`config.mk`:
```
export PLATFORM = sky130hd
export DESIGN_NAME = irq_controller
export DESIGN_NICKNAME = d
export VERILOG_FILES = /design/src/logic/irq_ctrl_pkg.sv /design/src/logic/irq_source_bank.sv /design/src/logic/irq_arbiter.sv /design/src/logic/irq_controller.sv
export VERILOG_INCLUDE_DIRS = /design/src /design/src/logic
export SDC_FILE = /design/constraint.sdc
export NUM_CORES = 1
export LEC_CHECK = 0
export BUFFER_PORTS_ARGS = -buffer_cell sky130_fd_sc_hd__buf_2
export CORE_AREA = 4 4 148 150
export DETAILED_ROUTE_END_ITERATION = 8
export DIE_AREA = 0 0 152 154
export PLACE_DENSITY_LB_ADDON = 0.1
export SLEW_MARGIN = 10
export SYNTH_ARGS = -nofsm -noshare
export SYNTH_HDL_FRONTEND = slang
export SYNTH_SLANG_ARGS = --single-unit
```
`constraint.sdc`:
```
create_clock -name clk -period 21.1 [get_ports clk]
set_input_delay 1.055 -clock clk [delete_from_list [all_inputs] [get_ports clk]]
set_output_delay 1.055 -clock clk [all_outputs]
set_load 0.01 [all_outputs]
```
`src/logic/irq_ctrl_regs.svh`:
```
/*
  Constants for the prioritized interrupt controller: field positions, reset values, counts.
  Assumes it is included by bare name from the package and the design modules.
*/
// Operation
// - Each source keeps a pending flag that its request sets and only a software write clears.
// - Each source has its own enable bit written by software.
// - Each user source has a programmable 3-bit priority choosing one of eight levels.
// - A selected interrupt latches its 8-bit vector number and 4-bit new level into a latch.
// - The latched new level equals the programmed priority of the selected source.
// - Source positions follow vector order, source 0 is vector 8 at bit 0 and priority bits 2:0.
// - The CPU level sits in status bits 7:5, readable and writable by software.
// - A read-only fourth level bit in the core control register completes the current level.
// - Global control register a holds nesting disable and the trap control and status flags.
// - Global control register b holds external request edge polarity and the global enable.
// - Global control register c holds the DMA trap and loop-stack overflow trap flags.
// - Global control register d holds the software hard trap flag.
`ifndef IRQ_CTRL_REGS_SVH
`define IRQ_CTRL_REGS_SVH
`define VEC_BASE 8'h08
`define PRIO_W 3
`define LEVEL_W 4
`define VEC_W 8
`define STATUS_LEVEL_LSB 5
`define STATUS_LEVEL_MSB 7
`define GCA_NESTING_DIS 15
`define GCA_TRAP_LSB 0
`define GCA_TRAP_W 5
`define GCB_GIE 15
`define GCC_DMA_TRAP 5
`define GCC_LOOP_TRAP 4
`define GCD_SOFT_HARD_TRAP 0
`define GCTRL_RESET 16'h0000
`define GCB_RESET 16'h8000
`define N_SOURCES_DEF 16
`endif

```
`src/logic/irq_ctrl_pkg.sv`:
```
/*
  Types for the prioritized interrupt controller.
  Assumes irq_ctrl_regs.svh is on the include path.
*/
`include "irq_ctrl_regs.svh"
package irq_ctrl_pkg;
  // winner of the arbitration, as seen by the cpu
  typedef struct packed {
    logic [`VEC_W-1:0] vector_number_field;
    logic [`LEVEL_W-1:0] new_level_field;
  } vector_level_t;
  // software write to a 16-bit control word
  typedef struct packed {
    logic we;
    logic [15:0] data;
  } word_write_t;
  typedef enum logic [2:0] {
    ST_IDLE = 3'b001,
    ST_PRESENT = 3'b010,
    ST_ACK = 3'b100
  } irq_state_t;
endpackage : irq_ctrl_pkg

```
`src/logic/irq_source_bank.sv`:
```
/*
  Per-source pending, enable and priority storage.
  Assumes request pulses and software strobes are synchronous to clk.
*/
`include "irq_ctrl_regs.svh"
module irq_source_bank #(
  parameter int N = `N_SOURCES_DEF
) (
  // clock and reset
  input wire logic clk,
  input wire logic rst,
  // request sources
  input wire logic [N-1:0] request,
  // software access
  input wire logic [N-1:0] flag_clear,
  input wire logic enable_we,
  input wire logic [N-1:0] enable_wdata,
  input wire logic prio_we,
  input wire logic [N*`PRIO_W-1:0] prio_wdata,
  // stored state
  output logic [N-1:0] pending_flag_regs,
  output logic [N-1:0] source_enable_regs,
  output logic [N*`PRIO_W-1:0] source_priority_regs
);
  // flags: a request in the clearing cycle wins over the clear
  always_ff @(posedge clk) begin
    if (rst) begin
      pending_flag_regs <= '0;
    end else begin
      pending_flag_regs <= (pending_flag_regs & ~flag_clear) | request;
    end
  end
  // per-source enables
  always_ff @(posedge clk) begin
    if (rst) begin
      source_enable_regs <= '0;
    end else if (enable_we) begin
      source_enable_regs <= enable_wdata;
    end
  end
  // priorities, three bits per source in vector order
  always_ff @(posedge clk) begin
    if (rst) begin
      source_priority_regs <= '0;
    end else if (prio_we) begin
      source_priority_regs <= prio_wdata;
    end
  end
  property p_flag_sticky;
    @(posedge clk) disable iff (rst)
    request[0] |=> pending_flag_regs[0];
  endproperty
  a_flag_sticky: assert property (p_flag_sticky)
    else $error("pending flag not set");
  property p_flag_hold;
    @(posedge clk) disable iff (rst)
    pending_flag_regs[0] && !flag_clear[0] |=> pending_flag_regs[0];
  endproperty
  a_flag_hold: assert property (p_flag_hold)
    else $error("pending flag lost without clear");
endmodule : irq_source_bank

```
`src/logic/irq_arbiter.sv`:
```
/*
  Combinational arbiter: highest priority eligible source, lowest index on ties.
  Assumes inputs come from registers on the same clock.
*/
`include "irq_ctrl_regs.svh"
module irq_arbiter #(
  parameter int N = `N_SOURCES_DEF
) (
  // candidate state
  input wire logic [N-1:0] eligible,
  input wire logic [N*`PRIO_W-1:0] prio,
  input wire logic [`LEVEL_W-1:0] cpu_level,
  // result
  output logic found,
  output logic [`VEC_W-1:0] win_index,
  output logic [`PRIO_W-1:0] win_prio
);
  // strict compare keeps lower index on equal priority
  always_comb begin
    found = 1'b0;
    win_index = '0;
    win_prio = '0;
    for (int i = 0; i < N; i++) begin
      if (eligible[i] && ({1'b0, prio[i*`PRIO_W +: `PRIO_W]} > cpu_level) &&
          (!found || prio[i*`PRIO_W +: `PRIO_W] > win_prio)) begin
        found = 1'b1;
        win_index = 8'(i);
        win_prio = prio[i*`PRIO_W +: `PRIO_W];
      end
    end
  end
endmodule : irq_arbiter

```
`src/logic/irq_controller.sv`:
```
/*
  Prioritized vectored interrupt controller top: global control words, cpu level,
  arbitration and the vector/level latch.
  Assumes the cpu acknowledges a presented request with irq_ack and writes
  its status level through status_wr; external requests arrive as pins.
*/
`include "irq_ctrl_regs.svh"
module irq_controller #(
  parameter int N = `N_SOURCES_DEF,
  parameter int N_EXT = 1
) (
  // clock and reset
  input wire logic clk,
  input wire logic rst,
  // peripheral requests (same clock) and external pins
  input wire logic [N-1:0] periph_request,
  input wire logic [N_EXT-1:0] ext_pin,
  // trap events and the level msb from the core
  input wire logic [`GCA_TRAP_W-1:0] trap_event,
  input wire logic dma_trap_event,
  input wire logic loop_trap_event,
  input wire logic soft_trap_event,
  input wire logic cpu_priority_msb_set,
  // software access to source storage
  input wire logic [N-1:0] flag_clear,
  input wire logic enable_we,
  input wire logic [N-1:0] enable_wdata,
  input wire logic prio_we,
  input wire logic [N*`PRIO_W-1:0] prio_wdata,
  // software access to control words
  input irq_ctrl_pkg::word_write_t gca_wr,
  input irq_ctrl_pkg::word_write_t gcb_wr,
  input irq_ctrl_pkg::word_write_t gcc_wr,
  input irq_ctrl_pkg::word_write_t gcd_wr,
  input irq_ctrl_pkg::word_write_t status_wr,
  // cpu handshake
  input wire logic irq_ack,
  output logic irq_req,
  // readback
  output logic [N-1:0] pending_flag_regs,
  output logic [N-1:0] source_enable_regs,
  output logic [N*`PRIO_W-1:0] source_priority_regs,
  output logic [15:0] global_ctrl_reg_a,
  output logic [15:0] global_ctrl_reg_b,
  output logic [15:0] global_ctrl_reg_c,
  output logic [15:0] global_ctrl_reg_d,
  output logic [7:0] cpu_status_reg,
  output logic [15:0] core_control_reg,
  output irq_ctrl_pkg::vector_level_t vector_level_latch,
  output logic [`LEVEL_W-1:0] cpu_priority_level
);
  irq_ctrl_pkg::irq_state_t state_q;
  logic [N_EXT-1:0] s1_q, s2_q, s3_q, ext_level_q, ext_level_d;
  logic [N-1:0] request, eligible;
  logic [`PRIO_W-1:0] status_level_q;
  logic cpu_priority_msb_q;
  logic found;
  logic [`VEC_W-1:0] win_index;
  logic [`PRIO_W-1:0] win_prio;
  logic [`GCA_TRAP_W-1:0] trap_clr;

  // pin synchroniser, change taken when stages two and three agree
  always_ff @(posedge clk) begin
    if (rst) begin
      s1_q <= '0;
      s2_q <= '0;
      s3_q <= '0;
      ext_level_q <= '0;
    end else begin
      s1_q <= ext_pin;
      s2_q <= s1_q;
      s3_q <= s2_q;
      ext_level_q <= ext_level_d;
    end
  end
  // filtered level and edge select per external line
  always_comb begin
    ext_level_d = ext_level_q;
    request = periph_request;
    for (int e = 0; e < N_EXT; e++) begin
      if (s2_q[e] == s3_q[e]) begin
        ext_level_d[e] = s3_q[e];
      end
      // polarity bit e of control word b: 0 rising, 1 falling
      if (global_ctrl_reg_b[e]) begin
        request[e] = request[e] | (ext_level_q[e] & ~ext_level_d[e]);
      end else begin
        request[e] = request[e] | (~ext_level_q[e] & ext_level_d[e]);
      end
    end
  end

  irq_source_bank #(.N(N)) u_bank (
    .clk(clk),
    .rst(rst),
    .request(request),
    .flag_clear(flag_clear),
    .enable_we(enable_we),
    .enable_wdata(enable_wdata),
    .prio_we(prio_we),
    .prio_wdata(prio_wdata),
    .pending_flag_regs(pending_flag_regs),
    .source_enable_regs(source_enable_regs),
    .source_priority_regs(source_priority_regs)
  );

  // eligible only with flag, enable and global enable
  assign eligible = (global_ctrl_reg_b[`GCB_GIE] && state_q == irq_ctrl_pkg::ST_IDLE) ?
                    (pending_flag_regs & source_enable_regs) : '0;

  irq_arbiter #(.N(N)) u_arb (
    .eligible(eligible),
    .prio(source_priority_regs),
    .cpu_level(cpu_priority_level),
    .found(found),
    .win_index(win_index),
    .win_prio(win_prio)
  );

  // trap flags in word a: write a one to clear, event wins
  assign trap_clr = gca_wr.we ? gca_wr.data[`GCA_TRAP_LSB +: `GCA_TRAP_W] : '0;
  always_ff @(posedge clk) begin
    if (rst) begin
      global_ctrl_reg_a <= `GCTRL_RESET;
    end else begin
      if (gca_wr.we) begin
        global_ctrl_reg_a[`GCA_NESTING_DIS] <= gca_wr.data[`GCA_NESTING_DIS];
      end
      global_ctrl_reg_a[`GCA_TRAP_LSB +: `GCA_TRAP_W] <=
        (global_ctrl_reg_a[`GCA_TRAP_LSB +: `GCA_TRAP_W] & ~trap_clr) | trap_event;
    end
  end
  // word b is plain storage: enable and polarity
  always_ff @(posedge clk) begin
    if (rst) begin
      global_ctrl_reg_b <= `GCB_RESET;
    end else if (gcb_wr.we) begin
      global_ctrl_reg_b <= gcb_wr.data;
    end
  end
  // sticky flag: a set in the clearing cycle wins, so no event is lost
  function automatic logic sticky_next(input logic set_ev, input logic cur, input logic clr);
    sticky_next = set_ev | (cur & ~clr);
  endfunction : sticky_next
  // word c: dma and loop-stack trap flags, clear by writing zero
  always_ff @(posedge clk) begin
    if (rst) begin
      global_ctrl_reg_c <= `GCTRL_RESET;
    end else begin
      global_ctrl_reg_c[`GCC_DMA_TRAP] <= sticky_next(dma_trap_event,
        global_ctrl_reg_c[`GCC_DMA_TRAP], gcc_wr.we & ~gcc_wr.data[`GCC_DMA_TRAP]);
      global_ctrl_reg_c[`GCC_LOOP_TRAP] <= sticky_next(loop_trap_event,
        global_ctrl_reg_c[`GCC_LOOP_TRAP], gcc_wr.we & ~gcc_wr.data[`GCC_LOOP_TRAP]);
    end
  end
  // word d: software hard trap flag
  always_ff @(posedge clk) begin
    if (rst) begin
      global_ctrl_reg_d <= `GCTRL_RESET;
    end else begin
      global_ctrl_reg_d[`GCD_SOFT_HARD_TRAP] <= sticky_next(soft_trap_event,
        global_ctrl_reg_d[`GCD_SOFT_HARD_TRAP],
        gcd_wr.we & ~gcd_wr.data[`GCD_SOFT_HARD_TRAP]);
    end
  end

  // cpu level: software writes bits 7:5, ack loads the new level
  always_ff @(posedge clk) begin
    if (rst) begin
      status_level_q <= '0;
    end else if (state_q == irq_ctrl_pkg::ST_PRESENT && irq_ack) begin
      status_level_q <= vector_level_latch.new_level_field[`PRIO_W-1:0];
    end else if (status_wr.we) begin
      status_level_q <= status_wr.data[`STATUS_LEVEL_MSB:`STATUS_LEVEL_LSB];
    end
  end
  // msb is core owned, no software path
  always_ff @(posedge clk) begin
    if (rst) begin
      cpu_priority_msb_q <= 1'b0;
    end else begin
      cpu_priority_msb_q <= cpu_priority_msb_set;
    end
  end
  assign cpu_priority_level = {cpu_priority_msb_q, status_level_q};
  assign cpu_status_reg = {status_level_q, 5'h00};
  assign core_control_reg = {12'h000, cpu_priority_msb_q, 3'h0};

  // presentation sequencer
  always_ff @(posedge clk) begin
    if (rst) begin
      state_q <= irq_ctrl_pkg::ST_IDLE;
    end else begin
      case (state_q)
        irq_ctrl_pkg::ST_IDLE: begin
          if (found) begin
            state_q <= irq_ctrl_pkg::ST_PRESENT;
          end
        end
        irq_ctrl_pkg::ST_PRESENT: begin
          if (irq_ack) begin
            state_q <= irq_ctrl_pkg::ST_ACK;
          end
        end
        irq_ctrl_pkg::ST_ACK: state_q <= irq_ctrl_pkg::ST_IDLE;
        default: state_q <= irq_ctrl_pkg::ST_IDLE;
      endcase
    end
  end
  // latch the winner as vector and level
  always_ff @(posedge clk) begin
    if (rst) begin
      vector_level_latch <= '0;
    end else if (state_q == irq_ctrl_pkg::ST_IDLE && found) begin
      vector_level_latch.vector_number_field <= `VEC_BASE + win_index;
      vector_level_latch.new_level_field <= {1'b0, win_prio};
    end
  end
  assign irq_req = (state_q == irq_ctrl_pkg::ST_PRESENT);

  // checks on latch, presentation, cpu level and control words
  property p_latch_level;
    @(posedge clk) disable iff (rst)
    state_q == irq_ctrl_pkg::ST_IDLE && found |=>
    vector_level_latch.new_level_field == {1'b0, $past(win_prio)};
  endproperty
  a_latch_level: assert property (p_latch_level)
    else $error("latched level differs from winner priority");
  property p_latch_vector;
    @(posedge clk) disable iff (rst)
    state_q == irq_ctrl_pkg::ST_IDLE && found |=>
    vector_level_latch.vector_number_field == `VEC_BASE + $past(win_index);
  endproperty
  a_latch_vector: assert property (p_latch_vector)
    else $error("vector number not base plus index");
  property p_latch_hold;
    @(posedge clk) disable iff (rst)
    state_q != irq_ctrl_pkg::ST_IDLE |=> $stable(vector_level_latch);
  endproperty
  a_latch_hold: assert property (p_latch_hold)
    else $error("latch changed while a request is presented");
  property p_req_needs_gie;
    @(posedge clk) disable iff (rst)
    $rose(irq_req) |-> $past(global_ctrl_reg_b[`GCB_GIE]);
  endproperty
  a_req_needs_gie: assert property (p_req_needs_gie)
    else $error("request without global enable");
  property p_req_above_level;
    @(posedge clk) disable iff (rst)
    $rose(irq_req) |-> vector_level_latch.new_level_field > $past(cpu_priority_level);
  endproperty
  a_req_above_level: assert property (p_req_above_level)
    else $error("request not above cpu level");
  property p_req_holds;
    @(posedge clk) disable iff (rst)
    irq_req && !irq_ack |=> irq_req;
  endproperty
  a_req_holds: assert property (p_req_holds)
    else $error("request dropped before acknowledge");
  property p_req_drops;
    @(posedge clk) disable iff (rst)
    irq_req && irq_ack |=> !irq_req;
  endproperty
  a_req_drops: assert property (p_req_drops)
    else $error("request still presented after acknowledge");
  property p_state_onehot;
    @(posedge clk) disable iff (rst)
    $onehot(state_q);
  endproperty
  a_state_onehot: assert property (p_state_onehot)
    else $error("sequencer state not one-hot");
  property p_ack_level;
    @(posedge clk) disable iff (rst)
    state_q == irq_ctrl_pkg::ST_PRESENT && irq_ack |=>
    cpu_priority_level[`PRIO_W-1:0] == $past(vector_level_latch.new_level_field[`PRIO_W-1:0]);
  endproperty
  a_ack_level: assert property (p_ack_level)
    else $error("cpu level not loaded from latch on acknowledge");
  property p_status_write;
    @(posedge clk) disable iff (rst)
    status_wr.we && !(state_q == irq_ctrl_pkg::ST_PRESENT && irq_ack) |=>
    cpu_status_reg[7:5] == $past(status_wr.data[7:5]);
  endproperty
  a_status_write: assert property (p_status_write)
    else $error("status level write lost");
  property p_msb_readonly;
    @(posedge clk) disable iff (rst)
    status_wr.we && !cpu_priority_msb_set |=> !core_control_reg[3];
  endproperty
  a_msb_readonly: assert property (p_msb_readonly)
    else $error("level msb moved by software");
  property p_nesting_write;
    @(posedge clk) disable iff (rst)
    gca_wr.we |=> global_ctrl_reg_a[`GCA_NESTING_DIS] == $past(gca_wr.data[`GCA_NESTING_DIS]);
  endproperty
  a_nesting_write: assert property (p_nesting_write)
    else $error("nesting disable write lost");
  property p_trap_set;
    @(posedge clk) disable iff (rst)
    trap_event != '0 |=>
    (global_ctrl_reg_a[`GCA_TRAP_LSB +: `GCA_TRAP_W] & $past(trap_event)) == $past(trap_event);
  endproperty
  a_trap_set: assert property (p_trap_set)
    else $error("trap flag not set by event");
  property p_gcb_write;
    @(posedge clk) disable iff (rst)
    gcb_wr.we |=> global_ctrl_reg_b == $past(gcb_wr.data);
  endproperty
  a_gcb_write: assert property (p_gcb_write)
    else $error("control word b write lost");
  property p_soft_trap;
    @(posedge clk) disable iff (rst)
    soft_trap_event |=> global_ctrl_reg_d[`GCD_SOFT_HARD_TRAP];
  endproperty
  a_soft_trap: assert property (p_soft_trap)
    else $error("soft hard trap flag not set");
  property p_dma_trap;
    @(posedge clk) disable iff (rst)
    dma_trap_event ##1 !(gcc_wr.we && !gcc_wr.data[`GCC_DMA_TRAP]) |->
    global_ctrl_reg_c[`GCC_DMA_TRAP][*2];
  endproperty
  a_dma_trap: assert property (p_dma_trap)
    else $error("dma trap flag not sticky");
  property p_loop_trap;
    @(posedge clk) disable iff (rst)
    loop_trap_event |=> global_ctrl_reg_c[`GCC_LOOP_TRAP];
  endproperty
  a_loop_trap: assert property (p_loop_trap)
    else $error("loop-stack trap flag not set");
endmodule : irq_controller

```
* After elaboration in Yosys (flattened, before gate mapping)
Cells that the tools add are included.
** Cells by class
- Bitwise logic cells :: 28
- Equality and inequality tests :: 5
- $add $sub $neg :: 1
- Order comparisons :: 31
- Reduce and logical (&&, ||, !) cells :: 66
- Multiplexer cells :: 56
** Operators with widths (number)
- 2-to-1 mux 3 bit :: 24
- > comparator 3 x 4 -> 1 bit :: 16
- > comparator 3 bit :: 15
- logical AND 1 bit :: 34
- bitwise AND 16 bit :: 2
- 2-to-1 mux 4 bit :: 8
- 2-to-1 mux 1 bit :: 19
- 2-to-1 mux 16 bit :: 1
- NOT 16 bit :: 1
- bitwise OR 16 bit :: 1
- logical NOT 1 bit :: 15
- logical OR 1 bit :: 15
- adder 4 x 8 -> 8 bit, first input constant :: 1
- bitwise AND 1 bit :: 8
- NOT 1 bit :: 8
- case mux 3 bit (2 select lines) :: 1
- bitwise AND 5 bit :: 1
- 2-to-1 mux 5 bit :: 1
- NOT 5 bit :: 1
- bitwise OR 1 bit :: 5
- bitwise OR 5 bit :: 1
- 2-to-1 mux 2 bit :: 2
- != test 2 bit, second input constant :: 2
- equality test 3 x 1 -> 1 bit, second input constant :: 1
- 4 further kinds :: 4
** Storage, ports and cells
- Flip-flop bits (word level) :: 127
- Output and inout port bits :: 185
- Bits of input ports :: 196

* Depth between registers and ports, before layout
Gate-level depths: netlist of run 1.
- Depth in word-level cells :: 67
- Depth in mapped cells :: 136

* Modules after synthesis
From an unflattened synthesis of run 1, not the netlist that was laid out.
** Unflattened totals
- Cells, all modules :: 971
- Area, all modules :: 8588.2 µm²
** Modules (own cells, without submodules)
- irq_arbiter :: cells an instance 442, area an instance 3343.2 µm², times used 1
- irq_source_bank :: cells an instance 273, area an instance 2865.2 µm², times used 1
- irq_controller :: cells an instance 256, area an instance 2379.8 µm², times used 1

* Worst setup path after synthesis of run 1
OpenSTA, ideal clock, no wires.
- Path kind :: reg2reg
- Start :: register status_level_q[1]
- End :: register vector_level_latch[0] (netlist name)
- Arrival :: 22031 ps
- Path slack :: -1060 ps
- Required time :: 20970 ps
- Stages on the path, launching flop included :: 125
- Cell sequence :: dfxtp_1 inv_1 ha_1 nor2b_1 o311ai_1 nor2_1 nand3_1 ha_1 a31oi_1 a211oi_1 or3_4 mux2i_1 inv_1 ha_1 nor2b_1 o21a_1 o21ai_0 a211oi_4 [89 not listed] nor2b_1 o21ai_0 inv_1 o21ai_0 a21boi_2 a21oi_1 o31a_1 nor2_1 a31oi_1 ha_1 a21o_1 a21oi_1 a31oi_1 o2111a_1 nor2_1 and3_1 and2_1 o41ai_2
** On the way
- Word-level cells in the longest chain between the ends :: 64
- Elaborated cells between the ends (all ways) :: 125
- Classes of those cells :: order compare: 31; mux: 32; reduce/logical: 62
** RTL lines
- start: declaration :: line irq_controller.sv:55 : logic [`PRIO_W-1:0] status_level_q;
- start signal: assignment :: line irq_controller.sv:172 : status_level_q <= vector_level_latch.new_level_field[`PRIO_W-1:0];
- start signal: assignment :: line irq_controller.sv:174 : status_level_q <= status_wr.data[`STATUS_LEVEL_MSB:`STATUS_LEVEL_LSB];
- > comparator 3 x 4 -> 1 bit :: line irq_arbiter.sv:24 : if (eligible[i] && ({1'b0, prio[i*`PRIO_W +: `PRIO_W]} > cpu_level) &&
- logical AND 1 bit :: line irq_arbiter.sv:24
- 2-to-1 mux 3 bit / 2-to-1 mux 1 bit (equally long branches) :: line irq_arbiter.sv:24
- > comparator 3 bit / logical NOT 1 bit (equally long branches) :: line irq_arbiter.sv:25 : (!found || prio[i*`PRIO_W +: `PRIO_W] > win_prio)) begin
- logical OR 1 bit :: line irq_arbiter.sv:25
- logical AND 1 bit :: line irq_arbiter.sv:24
- 2-to-1 mux 3 bit / 2-to-1 mux 1 bit (equally long branches) :: line irq_arbiter.sv:24
- > comparator 3 bit / logical NOT 1 bit (equally long branches) :: line irq_arbiter.sv:25
- [48 not listed]
- logical OR 1 bit :: line irq_arbiter.sv:25
- logical AND 1 bit :: line irq_arbiter.sv:24
- 2-to-1 mux 3 bit / 2-to-1 mux 1 bit (equally long branches) :: line irq_arbiter.sv:24
- > comparator 3 bit / logical NOT 1 bit (equally long branches) :: line irq_arbiter.sv:25
- logical OR 1 bit :: line irq_arbiter.sv:25
- logical AND 1 bit :: line irq_arbiter.sv:24
- 2-to-1 mux 1 bit :: line irq_arbiter.sv:24
- logical AND 1 bit :: line irq_controller.sv:214 : end else if (state_q == irq_ctrl_pkg::ST_IDLE && found) begin
- end: declaration :: line irq_controller.sv:49 : output irq_ctrl_pkg::vector_level_t vector_level_latch,
Parallel ways exist; a longest one is shown, timed or not.
A chain may end at the register's enable or synchronous reset.

* Worst setup path after layout of run 1
- Start :: register status_level_q[2]
- End :: register vector_level_latch[0] (netlist name)
Same word-level chain as after synthesis.

==> flow_metrics.py, run 1 <==
metrics = {
    "status": {
        "outcome": "finished with violations",
        "violations": "setup timing",
    },
    "synthesis": {
        "synth.distinct_cells": 78,
        "synth_edf_count": 0,
        "synthFlopType": "dfxtp_1",
        "async_reset_ff_share_pct": 0,
        "avgSynthCellArea_um2": 8.54,
        "syn_area_um2": 8210,
        "seq_area_frac_synth_pct": 30.2,
        "ys_ff_latch": 124,
        "postSynthCellCount": 961,
        "ys.warnings.count": 0,
    },
    "timing": {
        "finalCritPeriodShare_pct": 101,
        "finClkSkew_ns": 0.0131,
        "tightest_slew_ns": 1.00,
        "relSlewSlack_pct": 33.2,
        "holdWs_ns": 0.450,
        "drv_slew": 0,
        "rsz0062_at_grt": "yes",
        "fin_setup_tns_ns": -1.04,
        "hold_viol": 0,
        "fmax_mhz": 46.9,
        "min_period_ns": 21.31,
        "setup_violations": 8,
        "setup_slack_ns": -0.208,
    },
    "critical_path": {
        "slowest_delay_ns": 0.41,
        "critPathTopFamily": "compound AO/OA/AOI/OAI gates",
        "reg2reg_from": "status_level_q[2]$_SDFFE_PP0P_",
        "crit_path_start": "status_level_q[2]$_SDFFE_PP0P_",
        "rrSetupSlack_ns": -0.21,
        "end_kind": "register",
        "crit_required_ns": 21.38,
        "reg2reg_depth": 130,
        "crit_top_cell": "buf_4",
        "cp.arrival_ns": 21.58,
        "r2r_end": "vector_level_latch[0]$_SDFFE_PP0P_",
        "crit_fanout": 6,
        "critPathKind": "reg -> reg",
        "cpMaxStageDelayCell": "or3_4",
        "path_buf_inv": 23,
        "startpoint_type": "register",
    },
    "die": {
        "core_um2": 20700,
        "dieArea_um2": 23400,
        "start_util_pct": 39.7,
        "rows": 53,
        "die_h_um": 154,
        "ios": 381,
        "chipWidth_um": 152,
    },
    "clock_tree": {
        "cts-root-buf": "clkbuf_16",
        "cts_buffers": 17,
        "cts_tree": "built",
        "clk_pin_slew_worst_paths_ns": 0.06,
        "htree_num_levels": 4,
        "clkSinkCount": 124,
        "ctsLongestPathBuffers": 2,
        "clkLatencyLatePin_ns": 0.44,
    },
    "hold_path": {
        "min_from": "s1_q$_SDFF_PP0_",
        "min_path_type": "reg -> reg",
        "min_delay_path_depth": 1,
        "min_to": "s2_q$_SDFF_PP0_",
    },
    "finish": {
        "antenna_cells": 0,
        "stdcell_area_um2": 12000,
        "multi_input_area_um2": 5690,
        "final_common_cell": "buf_2",
        "nets": 1657,
        "fill_cells": 1916,
        "final_cell_mix": "264 x buf_2, 161 x buf_4, 128 x nor2_1",
        "layout.cells.non_filler": 1661,
        "register_area_um2": 2490,
        "final_layout_size_suffix_gt1_share_pct": 41.9,
        "area_growth_pct": 45.6,
        "final_core_util_pct": 57.8,
    },
    "routing": {
        "routed_via_density": 4.93,
        "drc": 0,
        "vias": 8183,
        "wl_per_cell_um": 15.8,
        "dr.pass1.iters": 5,
        "met3_length_um": 1680,
        "drt_iter0_drc": 249,
        "wl_um": 26200,
        "met2_length_um": 12500,
        "wl_met1_um": 11500,
        "routed.top_layer": "met5",
        "ant_nets": 0,
    },
    "grt": {
        "grt_pass1_vias": 8128,
        "grt_max_degree": 76,
        "grt_usage_pct": 21.7,
        "grt_pass1_wl_um": 41700,
        "grt_overflow": 0,
        "grt_antenna_before_repair": 1,
    },
    "placed_design": {
        "routabilityCongestion": 0.796,
        "post_dp_cell_area_um2": 10300,
        "dp.cells": 1566,
        "place_ws_ns": -1.02,
        "io_buffer_count": 265,
        "hpwl_um": 18700,
    },
    "pwr": {
        "p_total_mw": 0.751,
        "power.density_nw_per_um2": 62.8,
        "vdd_drop_max_mv": 0.0533,
        "leakage_nw": 6.00,
    },
    "run": {
        "maxCapViolCount": 0,
    },
}
## per-layer routing
layer	vias to the layer above	track usage (%)
met4	2	7.23
met5	-	0
met2	269	36.9
met1	3773	26.9
met3	39	5.38
li1	4100	-
## Yosys cell counts, types with 4 or more instances
cell type | number | area, um2
a21o_1 | 13 | 97.6
a211oi_1 | 11 | 82.6
nand3_1 | 22 | 110
buf_4 | 68 | 510
o31a_1 | 5 | 43.8
dfxtp_1 | 124 | 2480
nor4_1 | 5 | 31.3
buf_1 | 6 | 22.5
a21oi_1 | 66 | 330
nand2_1 | 44 | 165
o2111ai_1 | 4 | 35.0
clkbuf_1 | 24 | 90.1
mux2_2 | 7 | 78.8
nor3_1 | 8 | 40.0
or3_1 | 4 | 25.0
mux2i_1 | 87 | 871
a211o_1 | 6 | 52.6
a21boi_0 | 4 | 30.0
o21ai_0 | 21 | 105
nand2b_1 | 11 | 68.8
o21a_1 | 7 | 52.6
nor2b_1 | 25 | 156
ha_1 | 87 | 1090
inv_1 | 65 | 244
nor2_1 | 135 | 507
o311a_1 | 4 | 40.0
a31oi_1 | 13 | 81.3
and2_1 | 5 | 31.3
o31ai_1 | 7 | 52.6
nand4_1 | 4 | 25.0
## what timing repair did
| action | in CTS | in global routing |
|---|---|---|
| cloned | 0 | 0 |
| hold endpoints to repair | 0 | 0 |
| resized for setup | 73 | 34 |
| setup endpoints to repair | 8 | 8 |
| hold buffers | 0 | 0 |
| pin swaps | 54 | 52 |
| buffers inserted | 50 | 15 |
## kinds of logic after synthesis
family                   Yosys count  synth area share [%]
AND/OR/NAND/NOR                  286                  16.5
AO/OA/AOI/OAI                    203                  17.3
buffers and inverters            164                  10.6
flip-flops                       124                  30.2
multiplexers                      96                  12.0
adder cells (fa/ha/maj)           87                  13.3
other                              1                0.0457
## how the worst max path moves through the flow
stage                                    endpoint  slack, ns  cells after the start
6_report       vector_level_latch[0]$_SDFFE_PP0P_      -0.21                    130
5_1_grt        vector_level_latch[8]$_SDFFE_PP0P_      -1.42                    133
4_1_cts        vector_level_latch[0]$_SDFFE_PP0P_      -0.03                    131
3_5_place_dp   vector_level_latch[0]$_SDFFE_PP0P_      -1.02                    127
3_3_place_gp   vector_level_latch[0]$_SDFFE_PP0P_      -0.94                    126
2_1_floorplan  vector_level_latch[0]$_SDFFE_PP0P_       0.04                    122
## registers in the layout, indices dropped and copies added (netlist names), 2 cells and up
name	flops
vector_level_latch	8
status_level_q	3
u_bank.source_priority_regs	48
global_ctrl_reg_c	2
state_q	3
u_bank.pending_flag_regs	16
global_ctrl_reg_a	6
u_bank.source_enable_regs	16
global_ctrl_reg_b	16
## final cells by class
class	count	area share, %
Sequential cell	124	20.8
Tap cell	275	2.88
Timing Repair Buffer	430	21.6
Multi-Input combinational cell	735	47.6
Clock buffer	17	3.56
Inverter	66	2.14
Clock inverter	14	1.34
## report_power, final
part	internal (mW)	switching, mW
Clock	0.176	0.124
Sequential	0.250	0.0164
Combinational	0.0877	0.0976
Total	0.513	0.238
## worst reg2reg max path, delay by kind of cell (launching register included)
kind                     cells  cell delay (ns)
AO/OA/AOI/OAI               54             8.32
adder cells (fa/ha/maj)     15             3.96
buffers and inverters       23             2.66
flip-flops                   1             0.35
multiplexers                 5             1.22
AND/OR/NAND/NOR             33             4.65
Power figures use the tool's default switching activity.
==> run 2, diff against run 1 <==
- CORE_AREA: 4 4 148 150 -> not set
- CORE_MARGIN: not set -> 4
- CORE_UTILIZATION: not set -> 44
- DIE_AREA: 0 0 152 154 -> not set
- SYNTH_HIERARCHICAL: not set -> 1
==> run 2 against run 1 <==
Critical path type unchanged. Total power shrank 2.0%. Sequential power is 2% higher. Synthesized area rose by 4.6%. Sequential share of layout area grew 1.1 points. The flow now finishes without violations.
==> flow_metrics.py, run 2 <==
metrics = {
    "status": {
        "outcome": "finished, final reports clean",
    },
    "clock_tree": {
        "cts-root-buf": "clkbuf_16",
        "htree_num_levels": 4,
        "clkSinkCount": 127,
        "ctsLongestPathBuffers": 2,
        "clkLatencyLatePin_ns": 0.43,
        "cts_tree": "built",
        "cts_buffers": 17,
        "cts-hold-fix-buffers": 0,
        "clk_pin_slew_worst_paths_ns": 0.07,
    },
    "grt": {
        "grt_pass1_vias": 7262,
        "grt_usage_pct": 21.7,
        "grt_pass1_wl_um": 38100,
        "grt_overflow": 0,
        "grt_max_degree": 68,
        "grt_antenna_before_repair": 1,
    },
    "finish": {
        "area_growth_pct": 35.3,
        "largest_reg_flops": 48,
        "final_layout_size_suffix_gt1_share_pct": 40.0,
        "regMostFlops": "u_bank/source_priority_regs",
        "stdcell_area_um2": 11600,
        "final_cell_mix": "267 x buf_2, 124 x nor2_1, 123 x dfxtp_1",
        "nets": 1587,
        "final_common_cell": "buf_2",
        "layout.cells.non_filler": 1577,
    },
    "synthesis": {
        "yosys-top-cells-area": "dfxtp_1 30%, ha_1 13%, mux2i_1 11%",
        "synth_area_leader_cell": "dfxtp_1",
        "ys_ff_latch": 127,
        "yosysMostFrequentCell": "nor2_1",
        "yosysTopAreaCellShare_pct": 29.6,
        "synth_edf_count": 0,
        "synth.distinct_cells": 82,
        "synthFlopType": "dfxtp_1",
        "postSynthCellCount": 971,
        "async_reset_ff_share_pct": 0,
        "synthTopCellsByCount": "129 x nor2_1, 127 x dfxtp_1, 92 x mux2i_1",
        "ys.warnings.count": 6,
        "seq_area_frac_synth_pct": 29.6,
        "avgSynthCellArea_um2": 8.84,
        "syn_area_um2": 8590,
    },
    "timing": {
        "min_period_ns": 20.36,
        "drv_slew": 0,
        "setup_violations": 0,
        "hold_viol": 0,
        "setup_slack_ns": 0.741,
        "finalCritPeriodShare_pct": 96.5,
        "tightest_slew_ns": 0.926,
        "holdWs_ns": 0.443,
        "fmax_mhz": 49.1,
        "finClkSkew_ns": 0.0136,
        "relSlewSlack_pct": 38.3,
    },
    "critical_path": {
        "critPathKind": "reg -> reg",
        "slowest_delay_ns": 0.34,
        "cp.arrival_ns": 20.66,
        "startpoint_type": "register",
        "crit_path_start": "status_level_q[1]$_SDFFE_PP0P_",
        "crit_top_cell": "a21oi_2",
        "cpMaxStageDelayCell": "dfxtp_2",
        "crit_required_ns": 21.40,
        "end_kind": "register",
        "reg2reg_depth": 120,
        "crit_fanout": 8,
        "reg2reg_from": "status_level_q[1]$_SDFFE_PP0P_",
    },
    "routing": {
        "drc": 0,
        "wl_per_cell_um": 16.4,
        "dr.pass1.iters": 5,
        "routed_via_density": 5.08,
        "wl_um": 25900,
        "ant_nets": 0,
        "drt_iter0_drc": 452,
        "vias": 8005,
    },
    "pwr": {
        "vdd_drop_max_mv": 0.0538,
        "seq_power_share_pct": 36.8,
        "p_total_mw": 0.736,
        "leakage_nw": 5.69,
        "combPwrFrac_pct": 23.2,
        "switching_share_pct": 33.1,
        "power_switching_mw": 0.243,
        "power.density_nw_per_um2": 63.3,
        "intPower_mw": 0.493,
        "clkPwrFrac_pct": 40.0,
    },
    "placed_design": {
        "place_ws_ns": -0.452,
        "dp.cells": 1509,
        "io_buffer_count": 268,
        "post_dp_cell_area_um2": 10100,
        "hpwl_um": 18700,
        "routabilityCongestion": 0.827,
    },
    "die": {
        "start_util_pct": 45.3,
        "die_h_um": 148,
        "rows": 50,
        "chipWidth_um": 148,
        "ios": 381,
        "dieArea_um2": 21800,
        "core_um2": 19000,
    },
    "hold_path": {
        "min_from": "s1_q$_SDFF_PP0_",
        "min_delay_path_depth": 1,
        "min_path_type": "reg -> reg",
    },
    "run": {
        "maxCapViolCount": 0,
    },
}
run 2: metal layers:
layer	vias to the layer above	global-route usage (%)	part of all wire (%)
met1	3731	28.4	44
li1	3992	-	-
met2	263	36.7	49
met3	19	5.58	5.9
met5	-	0	0
met4	0	3.45	0.60
run 2: worst max-delay path, delay by kind of cell, from the launching register on:
| family | cells | cell delay, ns |
|---|---|---|
| AO/OA/AOI/OAI | 68 | 10.39 |
| multiplexers | 2 | 0.45 |
| flip-flops | 1 | 0.34 |
| AND/OR/NAND/NOR | 24 | 3.44 |
| buffers and inverters | 10 | 1.44 |
| adder cells (fa/ha/maj) | 16 | 4.14 |
run 2: path summary, 6_finish.rpt:
path              slack (ns)                            endpoint
hold / removal          0.44                     s2_q$_SDFF_PP0_
setup reg to reg        0.74  vector_level_latch[0]$_SDFFE_PP0P_
hold reg to reg         0.44                     s2_q$_SDFF_PP0_
setup / recovery        0.74  vector_level_latch[0]$_SDFFE_PP0P_
run 2: logic make-up after synthesis:
kind of cell,synth area share (%)
adders and majority gates,12.8
DFF,29.6
buffers and inverters,11.3
xor gates and xnor gates,0.306
AOI/OAI and AO/OA,17.6
muxes,11.0
other,0.0874
and+or+nand+nor,17.3
run 2: what timing repair did:
| item | CTS | global route |
|---|---|---|
| setup buffers | 10 | 25 |
| setup endpoints to repair | 8 | 8 |
| pin swaps | 5 | 70 |
| resized for setup | 10 | 131 |
run 2: area by class of cell:
type / count / area [um2]
Sequential cell: 127 / 2550
Clock buffer: 17 / 425
Tap cell: 260 / 325
Timing Repair Buffer: 353 / 2010
Antenna cell: 1 / 2.50
Inverter: 57 / 215
Multi-Input combinational cell: 747 / 5930
Fill cell: 1707 / 7330
Clock inverter: 15 / 164
run 2: power groups by stage:
stage / registers (mW) / clock network (mW) / logic [mW]
after floorplan: 0.279 / 0 / 0.103
after global placement: 0.275 / 0 / 0.149
after detailed placement: 0.275 / 0 / 0.152
after CTS: 0.270 / 0.301 / 0.155
after global routing: 0.273 / 0.311 / 0.188
final: 0.271 / 0.295 / 0.171
run 2: through the flow:
step,util [%],TNS [ns]
floorplan,-,0
global placement,53.5,-0.727
detailed placement,53.5,-1.49
CTS,57.2,0
global route,61.3,-0.834
finish,61.3,0
